File: config.mk
export PLATFORM = sky130hd
export DESIGN_NAME = serial_baud_rate_generator
export DESIGN_NICKNAME = d
export VERILOG_FILES = /design/src/hdl/baud_pkg.sv /design/src/hdl/baud_link_if.sv /design/src/hdl/baud_tick_gen.sv /design/src/hdl/event_irq.sv /design/src/hdl/serial_baud_rate_generator.sv
export SDC_FILE = /design/constraint.sdc
export NUM_CORES = 1
export LEC_CHECK = 0
export ABC_AREA = 1
export ABC_CLOCK_PERIOD_IN_PS = 1900
export CAP_MARGIN = 10
export CORE_MARGIN = 2
export CORE_UTILIZATION = 35
export CTS_BUF_LIST = sky130_fd_sc_hd__clkbuf_4
export CTS_CLUSTER_SIZE = 20
export DETAILED_ROUTE_END_ITERATION = 12
export DONT_BUFFER_PORTS = 1
export SETUP_SLACK_MARGIN = 0.4
export SLEW_MARGIN = 20
export SYNTH_ARGS = -nofsm -noshare
export SYNTH_HDL_FRONTEND = slang
export SYNTH_SLANG_ARGS = --single-unit
File: constraint.sdc
create_clock -name SYS_CLK_I -period 1.9 [get_ports SYS_CLK_I]
set_input_delay 0.19 -clock SYS_CLK_I [delete_from_list [all_inputs] [get_ports SYS_CLK_I]]
set_output_delay 0.19 -clock SYS_CLK_I [all_outputs]
set_load 0.02 [all_outputs]
File: src/hdl/baud_pkg.sv
// constants, field positions and types of the baud rate generator
package baud_pkg;

  // bus geometry
  localparam int unsigned WB_AW   = 8;
  localparam int unsigned WB_DW   = 32;
  localparam int unsigned WB_SW   = 4;

  // divisor geometry
  localparam int unsigned DIV_W   = 13;
  localparam int unsigned HI_W    = 5;
  localparam int unsigned LO_W    = 8;
  localparam int unsigned OS_W    = 4;
  localparam logic [OS_W-1:0] OS_LAST = 4'hf;

  // register byte offsets
  localparam int unsigned NUM_REGS = 5;
  localparam logic [WB_AW-1:0] HIGH_OFF = 8'h00;
  localparam logic [WB_AW-1:0] LOW_OFF  = 8'h04;
  localparam logic [WB_AW-1:0] CTRL_OFF = 8'h08;
  localparam logic [WB_AW-1:0] STAT_OFF = 8'h0c;
  localparam logic [WB_AW-1:0] MASK_OFF = 8'h10;

  // decode positions
  localparam int unsigned HIT_HIGH = 0;
  localparam int unsigned HIT_LOW  = 1;
  localparam int unsigned HIT_CTRL = 2;
  localparam int unsigned HIT_STAT = 3;
  localparam int unsigned HIT_MASK = 4;

  // high register fields
  localparam int unsigned HI_LBK_EN_BIT  = 7;
  localparam int unsigned HI_EDGE_EN_BIT = 6;
  localparam int unsigned HI_DIV_MSB     = 4;

  // control register fields
  localparam int unsigned CTRL_RX_ON_BIT = 0;
  localparam int unsigned CTRL_TX_ON_BIT = 1;

  // event bits in status and mask
  localparam int unsigned NUM_EVENTS    = 3;
  localparam int unsigned EV_LBK_BIT    = 0;
  localparam int unsigned EV_EDGE_BIT   = 1;
  localparam int unsigned EV_LOAD_BIT   = 2;

  // reset values
  localparam logic [LO_W-1:0]       HIGH_RESET = 8'h00;
  localparam logic [LO_W-1:0]       LOW_RESET  = 8'h04;
  localparam logic [1:0]            CTRL_RESET = 2'h0;
  localparam logic [NUM_EVENTS-1:0] STAT_RESET = 3'h0;
  localparam logic [NUM_EVENTS-1:0] MASK_RESET = 3'h7;

  // generator states
  typedef enum logic [2:0] {
    GEN_WAIT = 3'b001,
    GEN_OFF  = 3'b010,
    GEN_RUN  = 3'b100
  } gen_state_t;

endpackage : baud_pkg

File: src/hdl/baud_link_if.sv
// link between register block and tick generator
`timescale 1ns/1ps
interface baud_link_if;
  logic                      ce;
  logic                      run;
  logic [baud_pkg::DIV_W-1:0] divisor;
  logic                      sample_tick;
  logic                      bit_tick;

  modport gen (input ce, input run, input divisor, output sample_tick, output bit_tick);
  modport ctl (output ce, output run, output divisor, input sample_tick, input bit_tick);
endinterface : baud_link_if

File: src/hdl/baud_tick_gen.sv
// prescaler producing sixteen-times and bit-rate ticks
`timescale 1ns/1ps
module baud_tick_gen (
  // clock and reset
  input wire logic  clk_i,
  input wire logic  rst_i,
  // link to register block
  baud_link_if.gen  lnk
);
  import baud_pkg::*;

  logic [DIV_W-1:0] pre;
  logic [OS_W-1:0]  os;
  logic             wrap;

  assign wrap = lnk.run && (pre == '0);

  // divide by divisor
  always_ff @(posedge clk_i) begin
    if (rst_i) begin
      pre <= '0;
    end else if (lnk.ce) begin
      if (!lnk.run) begin
        pre <= '0;
      end else if (pre == '0) begin
        pre <= lnk.divisor - 13'h0001;
      end else begin
        pre <= pre - 13'h0001;
      end
    end
  end

  // divide by sixteen
  always_ff @(posedge clk_i) begin
    if (rst_i) begin
      os <= '0;
    end else if (lnk.ce) begin
      if (!lnk.run) begin
        os <= '0;
      end else if (wrap) begin
        os <= os + 4'h1;
      end
    end
  end

  always_ff @(posedge clk_i) begin
    if (rst_i) begin
      lnk.sample_tick <= 1'b0;
      lnk.bit_tick    <= 1'b0;
    end else if (lnk.ce) begin
      lnk.sample_tick <= wrap;
      lnk.bit_tick    <= wrap && (os == OS_LAST);
    end
  end
endmodule : baud_tick_gen

File: src/hdl/event_irq.sv
// sticky event status with mask and gate onto one interrupt
`timescale 1ns/1ps
module event_irq (
  // clock and reset
  input  wire logic                                clk_i,
  input  wire logic                                rst_i,
  input  wire logic                                ce_i,
  // events and software clear
  input  wire logic [baud_pkg::NUM_EVENTS-1:0]     set_i,
  input  wire logic [baud_pkg::NUM_EVENTS-1:0]     clear_i,
  // gating
  input  wire logic [baud_pkg::NUM_EVENTS-1:0]     mask_i,
  input  wire logic [baud_pkg::NUM_EVENTS-1:0]     gate_i,
  // results
  output logic      [baud_pkg::NUM_EVENTS-1:0]     status_o,
  output logic                                     irq_o
);
  import baud_pkg::*;

  // set wins over a clear in the same cycle
  always_ff @(posedge clk_i) begin
    if (rst_i) begin
      status_o <= STAT_RESET;
    end else if (ce_i) begin
      status_o <= (status_o & ~clear_i) | set_i;
    end
  end

  assign irq_o = |(status_o & mask_i & gate_i);
endmodule : event_irq

File: src/hdl/serial_baud_rate_generator.sv
// baud rate generator with divisor registers and interrupt enables
// What this block does
// - divisor is high register bits 4..0 above low register bits 7..0.
// - high write only buffers; low write applies buffered high plus new low.
// - divisor zero holds the generator still, no ticks at all.
// - low register resets nonzero; generator idle until receiver or transmitter enabled.
// - high bit 7 lets the line break flag raise an interrupt.
// - high bit 6 lets the receive edge flag raise an interrupt.
`timescale 1ns/1ps
module serial_baud_rate_generator (
  // clock, reset, enable
  input  wire logic                         SYS_CLK_I,
  input  wire logic                         RESET_I,
  input  wire logic                         CE_I,
  // wishbone slave
  input  wire logic                         WB_CYC_I,
  input  wire logic                         WB_STB_I,
  input  wire logic                         WB_WE_I,
  input  wire logic [baud_pkg::WB_AW-1:0]   WB_ADR_I,
  input  wire logic [baud_pkg::WB_SW-1:0]   WB_SEL_I,
  input  wire logic [baud_pkg::WB_DW-1:0]   WB_DAT_I,
  output logic      [baud_pkg::WB_DW-1:0]   WB_DAT_O,
  output logic                              WB_ACK_O,
  // receiver events
  input  wire logic                         LINE_BREAK_I,
  input  wire logic                         RX_EDGE_I,
  // generator outputs
  output logic                              SAMPLE_TICK_O,
  output logic                              BIT_TICK_O,
  output logic                              BAUD_ACTIVE_O,
  output logic                              RX_ON_O,
  output logic                              TX_ON_O,
  // interrupt
  output logic                              IRQ_O
);
  import baud_pkg::*;

  function automatic logic [NUM_REGS-1:0] reg_hit(input logic [WB_AW-1:0] adr);
    logic [NUM_REGS-1:0] h;
    h           = '0;
    h[HIT_HIGH] = (adr[WB_AW-1:2] == HIGH_OFF[WB_AW-1:2]);
    h[HIT_LOW]  = (adr[WB_AW-1:2] == LOW_OFF[WB_AW-1:2]);
    h[HIT_CTRL] = (adr[WB_AW-1:2] == CTRL_OFF[WB_AW-1:2]);
    h[HIT_STAT] = (adr[WB_AW-1:2] == STAT_OFF[WB_AW-1:2]);
    h[HIT_MASK] = (adr[WB_AW-1:2] == MASK_OFF[WB_AW-1:2]);
    return h;
  endfunction : reg_hit

  baud_link_if lnk ();

  logic                  access;
  logic                  wr;
  logic [NUM_REGS-1:0]   hit;
  logic                  wr_high;
  logic                  wr_low;
  logic                  wr_ctrl;
  logic                  wr_stat;
  logic                  wr_mask;
  logic                  lbk_en;
  logic                  edge_en;
  logic [HI_W-1:0]       hi_buf;
  logic [HI_W-1:0]       hi_work;
  logic [LO_W-1:0]       lo_work;
  logic [1:0]            ctrl;
  logic [NUM_EVENTS-1:0] mask;
  logic [NUM_EVENTS-1:0] status;
  logic [NUM_EVENTS-1:0] ev_set;
  logic [NUM_EVENTS-1:0] ev_gate;
  logic [NUM_EVENTS-1:0] ev_clear;
  logic [WB_DW-1:0]      next_rdata;
  logic                  enable_write;
  gen_state_t            state;
  gen_state_t            next_state;

  // bus decode, one access per request
  assign access  = WB_CYC_I && WB_STB_I && !WB_ACK_O && CE_I;
  assign wr      = access && WB_WE_I && WB_SEL_I[0];
  assign hit     = reg_hit(WB_ADR_I);
  assign wr_high = wr && hit[HIT_HIGH];
  assign wr_low  = wr && hit[HIT_LOW];
  assign wr_ctrl = wr && hit[HIT_CTRL];
  assign wr_stat = wr && hit[HIT_STAT];
  assign wr_mask = wr && hit[HIT_MASK];
  assign enable_write = wr_ctrl && (WB_DAT_I[CTRL_RX_ON_BIT] || WB_DAT_I[CTRL_TX_ON_BIT]);

  always_ff @(posedge SYS_CLK_I) begin
    if (RESET_I) begin
      WB_ACK_O <= 1'b0;
    end else if (CE_I) begin
      WB_ACK_O <= WB_CYC_I && WB_STB_I && !WB_ACK_O;
    end
  end

  always_ff @(posedge SYS_CLK_I) begin
    if (RESET_I) begin
      lbk_en  <= HIGH_RESET[HI_LBK_EN_BIT];
      edge_en <= HIGH_RESET[HI_EDGE_EN_BIT];
      hi_buf  <= HIGH_RESET[HI_DIV_MSB:0];
    end else if (wr_high) begin
      lbk_en  <= WB_DAT_I[HI_LBK_EN_BIT];
      edge_en <= WB_DAT_I[HI_EDGE_EN_BIT];
      hi_buf  <= WB_DAT_I[HI_DIV_MSB:0];
    end
  end

  always_ff @(posedge SYS_CLK_I) begin
    if (RESET_I) begin
      hi_work <= HIGH_RESET[HI_DIV_MSB:0];
      lo_work <= LOW_RESET;
    end else if (wr_low) begin
      hi_work <= hi_buf;
      lo_work <= WB_DAT_I[LO_W-1:0];
    end
  end

  assign lnk.divisor = {hi_work, lo_work};
  assign lnk.ce      = CE_I;

  always_ff @(posedge SYS_CLK_I) begin
    if (RESET_I) begin
      ctrl <= CTRL_RESET;
    end else if (wr_ctrl) begin
      ctrl <= {WB_DAT_I[CTRL_TX_ON_BIT], WB_DAT_I[CTRL_RX_ON_BIT]};
    end
  end

  always_ff @(posedge SYS_CLK_I) begin
    if (RESET_I) begin
      mask <= MASK_RESET;
    end else if (wr_mask) begin
      mask <= WB_DAT_I[NUM_EVENTS-1:0];
    end
  end

  // waits for first enable; zero divisor stops
  always_comb begin
    next_state = state;
    unique case (state)
      GEN_WAIT: begin
        if (enable_write) begin
          next_state = GEN_OFF;
        end
      end
      GEN_OFF: begin
        if (lnk.divisor != '0) begin
          next_state = GEN_RUN;
        end
      end
      GEN_RUN: begin
        if (lnk.divisor == '0) begin
          next_state = GEN_OFF;
        end
      end
      default: begin
        next_state = GEN_WAIT;
      end
    endcase
  end

  always_ff @(posedge SYS_CLK_I) begin
    if (RESET_I) begin
      state <= GEN_WAIT;
    end else if (CE_I) begin
      state <= next_state;
    end
  end

  assign lnk.run = (state == GEN_RUN) && (lnk.divisor != '0);

  baud_tick_gen u_tick (
    .clk_i (SYS_CLK_I),
    .rst_i (RESET_I),
    .lnk   (lnk.gen)
  );

  assign ev_set   = {wr_low, RX_EDGE_I && CE_I, LINE_BREAK_I && CE_I};
  assign ev_clear = wr_stat ? WB_DAT_I[NUM_EVENTS-1:0] : '0;
  assign ev_gate  = {1'b1, edge_en, lbk_en};

  event_irq u_irq (
    .clk_i    (SYS_CLK_I),
    .rst_i    (RESET_I),
    .ce_i     (CE_I),
    .set_i    (ev_set),
    .clear_i  (ev_clear),
    .mask_i   (mask),
    .gate_i   (ev_gate),
    .status_o (status),
    .irq_o    (IRQ_O)
  );

  // bit 5 of high reads zero
  always_comb begin
    next_rdata = '0;
    unique case (1'b1)
      hit[HIT_HIGH]: next_rdata[LO_W-1:0] = {lbk_en, edge_en, 1'b0, hi_buf};
      hit[HIT_LOW]:  next_rdata[LO_W-1:0] = lo_work;
      hit[HIT_CTRL]: next_rdata[1:0] = ctrl;
      hit[HIT_STAT]: next_rdata[NUM_EVENTS-1:0] = status;
      hit[HIT_MASK]: next_rdata[NUM_EVENTS-1:0] = mask;
      default:       next_rdata = '0;
    endcase
  end

  always_ff @(posedge SYS_CLK_I) begin
    if (RESET_I) begin
      WB_DAT_O <= '0;
    end else if (access && !WB_WE_I) begin
      WB_DAT_O <= next_rdata;
    end
  end

  assign SAMPLE_TICK_O = lnk.sample_tick;
  assign BIT_TICK_O    = lnk.bit_tick;
  assign BAUD_ACTIVE_O = lnk.run;
  assign RX_ON_O       = ctrl[CTRL_RX_ON_BIT];
  assign TX_ON_O       = ctrl[CTRL_TX_ON_BIT];

  // helper: cycles between sample ticks at steady divisor
  logic [DIV_W-1:0] gap;
  logic [DIV_W-1:0] div_prev;
  logic             steady;

  always_ff @(posedge SYS_CLK_I) begin
    if (RESET_I) begin
      gap      <= '0;
      div_prev <= '0;
      steady   <= 1'b0;
    end else if (CE_I) begin
      div_prev <= lnk.divisor;
      gap      <= SAMPLE_TICK_O ? 13'h0001 : gap + 13'h0001;
      if ((lnk.divisor != div_prev) || !lnk.run) begin
        steady <= 1'b0;
      end else if (SAMPLE_TICK_O) begin
        steady <= 1'b1;
      end
    end
  end
endmodule : serial_baud_rate_generator

**Yosys cells after proc, flatten, opt, wreduce, memory -nomap -nowiden**

Index checks and enable logic that the tools add are counted.

- Bitwise operators: 5
- Equal/unequal tests: 12
- Mux-type cells: 12
- Reductions and logical operators: 27
- Add/subtract/negate cells: 3

Operator list:

| kind | count |
|---|---|
| $logic_not 13->1 | 2 |
| $mux 13 | 2 |
| $sub 13x1->13 const B | 2 |
| $logic_and 1x1->1 | 17 |
| $reduce_bool 13->1 | 1 |
| $eq 6x2->1 const B | 2 |
| $mux 3 | 4 |
| $pmux 2 s5 | 1 |
| $pmux 5 s2 | 1 |
| $and 3x3->3 | 3 |
| $pmux 3 s3 | 1 |
| $mux 4 | 2 |
| $ne 2x2->1 const B | 4 |
| $eq 6x1->1 const B | 1 |
| $eq 6x3->1 const B | 1 |
| $logic_not 6->1 | 1 |
| $add 4x1->4 const B | 1 |
| $eq 4x4->1 const B | 1 |
| $pmux 1 s4 | 1 |
| $reduce_and 4->1 | 1 |
| $eq 3x1->1 const B | 1 |
| $eq 3x2->1 const B | 1 |
| $eq 3x3->1 const B | 1 |
| $not 3->3 | 1 |
| 5 further kinds | 6 |

- Output and inout port bits: 39
- Flip-flop bits (word level): 59
- Logic and storage cells: 74
- Input bits: 52

**Longest topological paths before layout**

Gate-level depths: netlist of run 1.

- Depth after elaboration: 10
- Mapped depth: 16
- Mapped depth without buffers: 15

**Cells and area by module**

From an unflattened synthesis of run 1, not the netlist that was laid out.

- Cell total of the unflattened synthesis: 519
- Area, all modules: 3437.0 um2

Modules (own cells, without submodules):

| module | cells an instance | seq. area each (um2) | area an instance (um2) | times used |
|---|---|---|---|---|
| serial_baud_rate_generator | 272 | 740.7 | 1933.1 | 1 |
| baud_tick_gen | 228 | 380.4 | 1375.1 | 1 |
| event_irq | 19 | 60.1 | 128.9 | 1 |

**Least setup slack after synthesis of run 1**

OpenSTA, ideal clock, no wires.

- Kind: reg2reg
- Start: reg u_tick.pre[8]
- End: reg u_tick.pre[6]
- Cell stages (with the launch flop): 16
- Period minus slack after synthesis: 1.847 ns
- Arrival time: 1.715 ns
- Setup slack: 0.053 ns
- Data required time: 1.768 ns
- Cells stage by stage: dfxtp_1 > nor2_1 > nand2_1 > nor2_2 > buf_6 > nand3_1 > nand2_1 > inv_1 > ha_1 > inv_1 > nor2_1 > nand2_2 > nor2_2 > nor2_1 > o21ai_0 > a21oi_1

- Longest elaborated chain between the ends: 3

RTL lines:

| element | RTL line | text |
|---|---|---|
| start: declaration | baud_tick_gen.sv:12 | `logic [DIV_W-1:0] pre;` |
| start signal: assignment | baud_tick_gen.sv:26 | `pre <= lnk.divisor - 13'h0001;` |
| start signal: assignment | baud_tick_gen.sv:28 | `pre <= pre - 13'h0001;` |
| $logic_not 13->1 | baud_tick_gen.sv:25 | `end else if (pre == '0) begin` |
| $mux 13 | baud_tick_gen.sv:25 |  |
| $mux 13 | baud_tick_gen.sv:23 | `if (!lnk.run) begin` |

No other way between the ends.
A chain may end at the register's enable or synchronous reset.

**Final worst setup path of run 1**

- Start: reg u_tick.pre[6]
- End: reg u_tick.pre[12]

- Longest elaborated chain between the ends: 3

RTL lines:

| element | RTL line |
|---|---|
| $sub 13x1->13 or $logic_not 13->1 (tied branches) | baud_tick_gen.sv:28, baud_tick_gen.sv:25 |
| $mux 13 * | baud_tick_gen.sv:25 |
| $mux 13 * | baud_tick_gen.sv:23 |

Mark *: on every way between the ends. The rest lies on a longest branch, timed or not.

==> flow_metrics.tcl, run 1 <==
set metrics [dict create \
    period_share 0.9249 \
    p_sw_w 0.0007685 \
    cts_root_buf "clkbuf_4" \
    combPwrFrac 0.169 \
    coreArea_mm2 0.009196 \
    tightestPinTransition_ns 0.9141 \
    synthCells 476 \
    drt_iter0_drc 142 \
    finalInstanceArea_mm2 0.003998 \
    fmax_mhz 569.0 \
    grt_pass1_wl_mm 13.72 \
    die-area_mm2 0.01023 \
    cap_viol_max_count 0 \
    hold_path.startpoint "RESET_I" \
    cp.required_ns 2.23 \
    hold_path_class "in -> reg" \
    remaining_drc_errors 0 \
    synth_edf_count 0 \
    outcome "finished clean" \
    antenna_found_initial 0 \
    synth_warnings 0 \
    skew_ns 0.01231 \
    seq_power_share 0.496 \
    postRouteAntennaNets 0 \
    drv_slew 0 \
    io_buffers 0 \
    synth_area_leaders "dfxtp_1 36%, nand2_1 11%, a21oi_1 6.5%" \
    p_sw_frac 0.2940 \
    numCtsBuffers 9 \
    initial_utilization 0.3593 \
    antenna_cells 0 \
    arrival_ns 2.09 \
    synth_ff_type "dfxtp_1" \
    end_kind "register" \
    startpoint "u_tick.pre[6]" \
    htree_levels 3 \
    final_cell_mix "91 x nand2_1, 42 x a21oi_1, 39 x dfxtp_1, 38 x inv_1, 35 x nor2_1" \
    fin_cells 627 \
    p_clk_frac 0.335 \
    r2r_end "u_tick.pre[12]" \
    dr.pass1.iters 4 \
    grt_overflow 0 \
    cp-start-kind "register" \
    crit_fanout 5 \
    rrSetupSlack_ns 0.14 \
    cts_sinks 59 \
    syn_area_per_cell_um2 6.942 \
    dp_cells 583 \
    grt_max_degree 30 \
    yosysTopAreaCell "dfxtp_1" \
    routedWlPerCell_um 13.11 \
    hold_viol_final 0 \
    clkLatencyLatePin_ns 0.41 \
    grt_pass1_vias 2912 \
    setup_viol 0 \
    layout-drive-gt1-share 0.2984 \
    powerDensity_mw_per_mm2 654.0 \
    rows 35 \
    place.gp.congestion 0.8817 \
    clk_pin_slew_ns 0.10 \
    rsz0062_at_grt "true" \
    r2r-start "u_tick.pre[6]" \
    grt_usage 0.1695 \
    yosys.area.top_type_share 0.3574 \
    die_w_um 101.2 \
    ys_types 36 \
    async_flop_share 0 \
    whs_ns 0.02952 \
    vias 3063 \
    cts_tree "yes" \
    leakage_nw 1.713 \
    vias_per_cell 4.885 \
    postPlaceCellArea_mm2 0.003387 \
    area_growth_pct 20.98 \
    p_int_w 0.001846 \
    synthesis.area_mm2 0.003304 \
    endpoint "u_tick.pre[12]" \
    clock_path_buffers 2 \
    hpwl_mm 5.837 \
    wl_mm 8.221 \
    worst_ir_drop_vdd_v 0.0004299 \
    relSlewSlack 0.3899 \
    ys_ff_latch 59 \
    ios 91 \
    critical_path_class "reg -> reg" \
    layout_commonest_cell "nand2_1" \
    r2r_cells 14 \
    fin_crit_ns 1.757 \
    seq_area_frac_synth 0.3574 \
    die_y_um 101.2 \
    nets 566 \
]
per-stage QoR:
| step | worst slack, ns | setup TNS, ns | total power (W) | util |
|---|---|---|---|---|
| after global routing | -0.02045 | -0.02362 | 0.002755 | 0.4347 |
| after floorplan | 0.1711 | 0 | 0.001664 | - |
| final | 0.1426 | 0 | 0.002614 | 0.4347 |
| after CTS | 0.1230 | 0 | 0.002604 | 0.4148 |
| after global placement | 0.06525 | 0 | 0.001667 | 0.3683 |
| after detailed placement | 0.05496 | 0 | 0.001678 | 0.3683 |
synthesized netlist by cell type, types with 2 or more instances:
| master | count |
|---|---|
| a21oi_2 | 3 |
| a21oi_1 | 43 |
| nand4_1 | 4 |
| nand3_1 | 31 |
| clkbuf_1 | 7 |
| nand3b_1 | 2 |
| nor3_1 | 4 |
| o211ai_1 | 6 |
| a22oi_1 | 5 |
| a31oi_1 | 2 |
| ha_1 | 2 |
| inv_2 | 2 |
| nor2_1 | 44 |
| nor3_2 | 2 |
| nand2_1 | 100 |
| nand3_2 | 6 |
| o21ai_0 | 33 |
| nor2_2 | 12 |
| nor2_4 | 5 |
| nand2_2 | 9 |
| buf_6 | 3 |
| buf_4 | 25 |
| buf_2 | 2 |
| o22ai_1 | 2 |
| dfxtp_1 | 59 |
| inv_1 | 53 |
worst max-delay path, cell delays in order (launching register included):
cell and delay [ns]:
dfxtp_4 0.37, nor2_4 0.13, nand2_2 0.07, nor2_4 0.14, nand3_4 0.09, nand2_4 0.08, ha_4 0.13, inv_2 0.04
nor2_4 0.11, nand2_4 0.10, nor2_4 0.11, nand2_1 0.06, nand2_1 0.07, nand3_2 0.07, a21oi_2 0.11
worst min path at each step:
stage	to	slack, ns	cells past startpoint
6_report	u_tick.pre[9]	0.03	2
5_1_grt	lo_work[0]	0.01	2
4_1_cts	u_tick.pre[11]	0.01	2
3_5_place_dp	u_tick.pre[11]	0.25	1
3_3_place_gp	u_tick.pre[11]	0.25	1
2_1_floorplan	lo_work[2]	0.32	2
cell families (layout without fill, tap and decap cells):
kind of cell	Yosys count	after routing	share of synthesized area
and+or+nand+nor	222	222	0.3222
AOI/OAI and AO/OA	98	98	0.1670
buffers and inverters	93	110	0.1420
DFF	59	59	0.3574
adders and majority gates	2	2	0.007572
other	1	24	0.001135
xor gates and xnor gates	1	1	0.002651
registers in the layout, indices dropped and copies added (netlist names):
name / count
u_tick.pre: 13
edge_en: 1
mask: 3
u_tick.lnk.sample_tick: 1
hi_work: 5
hi_buf: 5
ctrl: 2
u_tick.os: 4
lbk_en: 1
WB_ACK_O: 1
WB_DAT_O: 8
state: 3
u_tick.lnk.bit_tick: 1
lo_work: 8
u_irq.status_o: 3
layout make-up:
cell class,count,area [um2]
clock inverter,3,40.04
clock buffer,12,90.09
sequential,59,1216
inverter,55,219.0
multi-input combinational,347,1936
timing repair buffer,40,357.8
tap,111,138.9
fill,952,5199
metal layers:
metal,track usage,up-vias,routed length (um)
met1,0.2156,1400,3692
met4,0.03534,0,87
li1,-,1578,-
met2,0.2827,77,3994
met3,0.05452,8,448
met5,0,-,0
power by group through the flow:
stage,Combinational (W),Clock [W],Sequential (W)
2_1_floorplan,0.000348,0,0.00132
3_3_place_gp,0.000346,0,0.00132
3_5_place_dp,0.000355,0,0.00132
4_1_cts,0.000408,0.000903,0.00129
5_1_grt,0.000499,0.000955,0.00130
6_report,0.000443,0.000875,0.00130
timing repair:
item	in CTS	in global routing
endpoints found under the setup margin	32	47
endpoints found under the hold margin	43	0
pin swaps	11	13
gates resized for setup	38	67
hold buffers	14	0
gates cloned	0	1
buffers inserted	10	4
No activity file was read; power rests on OpenSTA's default activity.
==> run 2: changes to the inputs <==
--- a/config.mk
+++ b/config.mk
@@ -14,6 +14,7 @@
 export CTS_CLUSTER_SIZE = 20
 export DETAILED_ROUTE_END_ITERATION = 12
 export DONT_BUFFER_PORTS = 1
+export PLACE_DENSITY_LB_ADDON = 0.08
 export SETUP_SLACK_MARGIN = 0.4
 export SLEW_MARGIN = 20
 export SYNTH_ARGS = -nofsm -noshare
==> run 2 against run 1 <==
Total power shrank 3.7%; die area is the same; wire length up 7.1%; final area grew 4.5%; critical endpoint is now u_tick.pre[10]; largest power group unchanged; critical path depth unchanged; clock power fell by 12%; clock skew is 0.0070 ns higher; largest cell class unchanged; first-iteration DRC count down 51%.
==> flow_metrics.tcl, run 2 (synthesis gave the netlist of run 1 again) <==
set metrics [dict create \
    cp-start-kind "register" \
    crit_fanout 5 \
    post-place-ws_ns -0.004235 \
    ios 91 \
    wl_mm 8.805 \
    grt_usage 0.1775 \
    hold_viol_final 0 \
    antenna_cells 0 \
    cp_common_cell "nor2_4" \
    fin_crit_ns 1.797 \
    area_growth_pct 26.39 \
    combPwrFrac 0.181 \
    fmax_mhz 556.4 \
    leakage_nw 1.765 \
    final_cell_mix "86 x nand2_1, 40 x a21oi_1, 36 x dfxtp_1, 36 x inv_1, 33 x nor2_1" \
    p_sw_frac 0.3334 \
    grt_max_degree 30 \
    cp_cell_sequence "nor2_4 -> nand2_2 -> nor2_4 -> nand3_4 -> nand2_4 -> ha_4 -> inv_2 -> nor2_4 -> nand2_4 -> nor2_4 -> nand2_1 -> nand2_1 -> nand3_1 -> a21oi_2" \
    clk_pin_slew_ns 0.11 \
    rsz0062_at_grt "true" \
    drt_iter0_drc 70 \
    largest_reg_flops 13 \
    vias 3071 \
    hold_depth 2 \
    p_sw_w 0.0008396 \
    cts_sinks 59 \
    dr.pass1.iters 4 \
    grt_overflow 0 \
    grt_pass1_wl_mm 14.08 \
    r2r_end "u_tick.pre[10]" \
    htree_levels 3 \
    hold_end "u_tick.pre[11]" \
    clock_path_buffers 2 \
    end_kind "register" \
    clkLatencyLatePin_ns 0.41 \
    cts_tree "yes" \
    grt_pass1_vias 2851 \
    outcome "finished clean" \
    rrSetupSlack_ns 0.10 \
    cp.required_ns 2.24 \
    numCtsBuffers 9 \
    setup_viol 0 \
    powerDensity_mw_per_mm2 603.0 \
    coreArea_mm2 0.009196 \
    remaining_drc_errors 0 \
    initial_utilization 0.3593 \
    die-area_mm2 0.01023 \
    period_share 0.9460 \
    hold_path.startpoint "RESET_I" \
    critical_path_class "reg -> reg" \
    nets 579 \
    arrival_ns 2.14 \
    p_int_w 0.001679 \
    postRouteAntennaNets 0 \
    layout_commonest_cell "nand2_1" \
    io_buffers 0 \
    regMostFlops "u_tick.pre" \
    die_w_um 101.2 \
    largest_registers "u_tick.pre x13, WB_DAT_O x8, lo_work x8" \
    seq_power_share 0.514 \
    skew_ns 0.01927 \
    max_stage_delay_ns 0.37 \
    setup_ws_ns 0.1026 \
    hpwl_mm 6.235 \
    r2r-start "u_tick.pre[7]" \
    routedWlPerCell_um 13.74 \
    antenna_found_initial 0 \
    tightestPinTransition_ns 0.6318 \
    cap_viol_max_count 0 \
    vias_per_cell 4.791 \
    slowest_stage "dfxtp_4" \
    drv_slew 0 \
    place.gp.congestion 0.8188 \
    layout-drive-gt1-share 0.3434 \
    whs_ns 0.02781 \
    hold_path_class "in -> reg" \
    rows 35 \
    startpoint "u_tick.pre[7]" \
    die_y_um 101.2 \
    r2r_cells 14 \
    relSlewSlack 0.5756 \
    p_clk_frac 0.305 \
    cts_root_buf "clkbuf_4" \
    worst_ir_drop_vdd_v 0.0002740 \
]
-- run 2: cell types whose count changed in the layout (fill, tap and decap cells not counted), sizes merged --
cell         previous run  this run
buf                    27        39
inv                    55        54
clkbuf                 12         9
clkinvlp                0         4
dlygate4sd3            13        14
clkinv                  2         4
bufinv                  1         0
-- run 2: per-layer routing --
| metal | global-route usage | vias to the layer above | part of all wire |
|---|---|---|---|
| met5 | 0 | - | 0 |
| met4 | 0.04366 | 0 | 0.010 |
| met3 | 0.04969 | 7 | 0.033 |
| met2 | 0.2975 | 54 | 0.49 |
| met1 | 0.2265 | 1406 | 0.47 |
| li1 | - | 1604 | - |
-- run 2: worst max path at each step --
stage               slack (ns)  cells past startpoint             end
floorplan                 0.17                     14   u_tick.pre[6]
global placement          0.04                     13   u_tick.pre[6]
detailed placement      -0.004                     14  u_tick.pre[10]
CTS                       0.12                     14  u_tick.pre[10]
global route           -0.0001                     14  u_tick.pre[10]
finish                    0.10                     14  u_tick.pre[10]
-- run 2: through the flow --
| stage | util | TNS (ns) | instances | power, W | area [um2] |
|---|---|---|---|---|---|
| floorplan | - | 0 | 499 | 0.001664 | 3428 |
| global placement | 0.3691 | 0 | 584 | 0.001674 | 3395 |
| detailed placement | 0.3691 | -0.004235 | 584 | 0.001684 | 3395 |
| CTS | 0.4159 | 0 | 625 | 0.002514 | 3825 |
| global route | 0.4542 | -0.0001010 | 641 | 0.002661 | 4177 |
| finish | 0.4542 | 0 | 641 | 0.002518 | 4177 |
-- run 2: power by group through the flow --
stage / sequential (W) / combinational [W] / clock, W
5_1_grt: 0.00130 / 0.000506 / 0.000856
4_1_cts: 0.00129 / 0.000416 / 0.000805
3_5_place_dp: 0.00132 / 0.000362 / 0
6_report: 0.00129 / 0.000456 / 0.000768
3_3_place_gp: 0.00132 / 0.000351 / 0
2_1_floorplan: 0.00132 / 0.000348 / 0
-- run 2: area by class of cell --
cell class | count | area [um2]
fillers | 954 | 5020
multi-input cells | 347 | 1996
flip-flops and latches | 59 | 1225
repair buffers | 53 | 479.2
inverters | 55 | 225.2
well taps | 111 | 138.9
clock buffers | 9 | 67.56
clock inverters | 7 | 45.04
-- run 2: critical path: cells and delay by family (launching register included) --
kind / cells / cell delay (ns)
buf+inv: 1 / 0.04
compound gates: 1 / 0.12
flops: 1 / 0.37
fa+ha+maj: 1 / 0.14
simple gates: 11 / 1.06
-- run 2: repair_timing --
action                                  4_1_cts  5_1_grt
hold endpoints to repair                     45        1
hold buffers                                 15        1
endpoints found under the setup margin       40       56
gates cloned                                  0        2
setup buffers                                10       14
pin swaps                                    11       19
gates resized for setup                      42       99
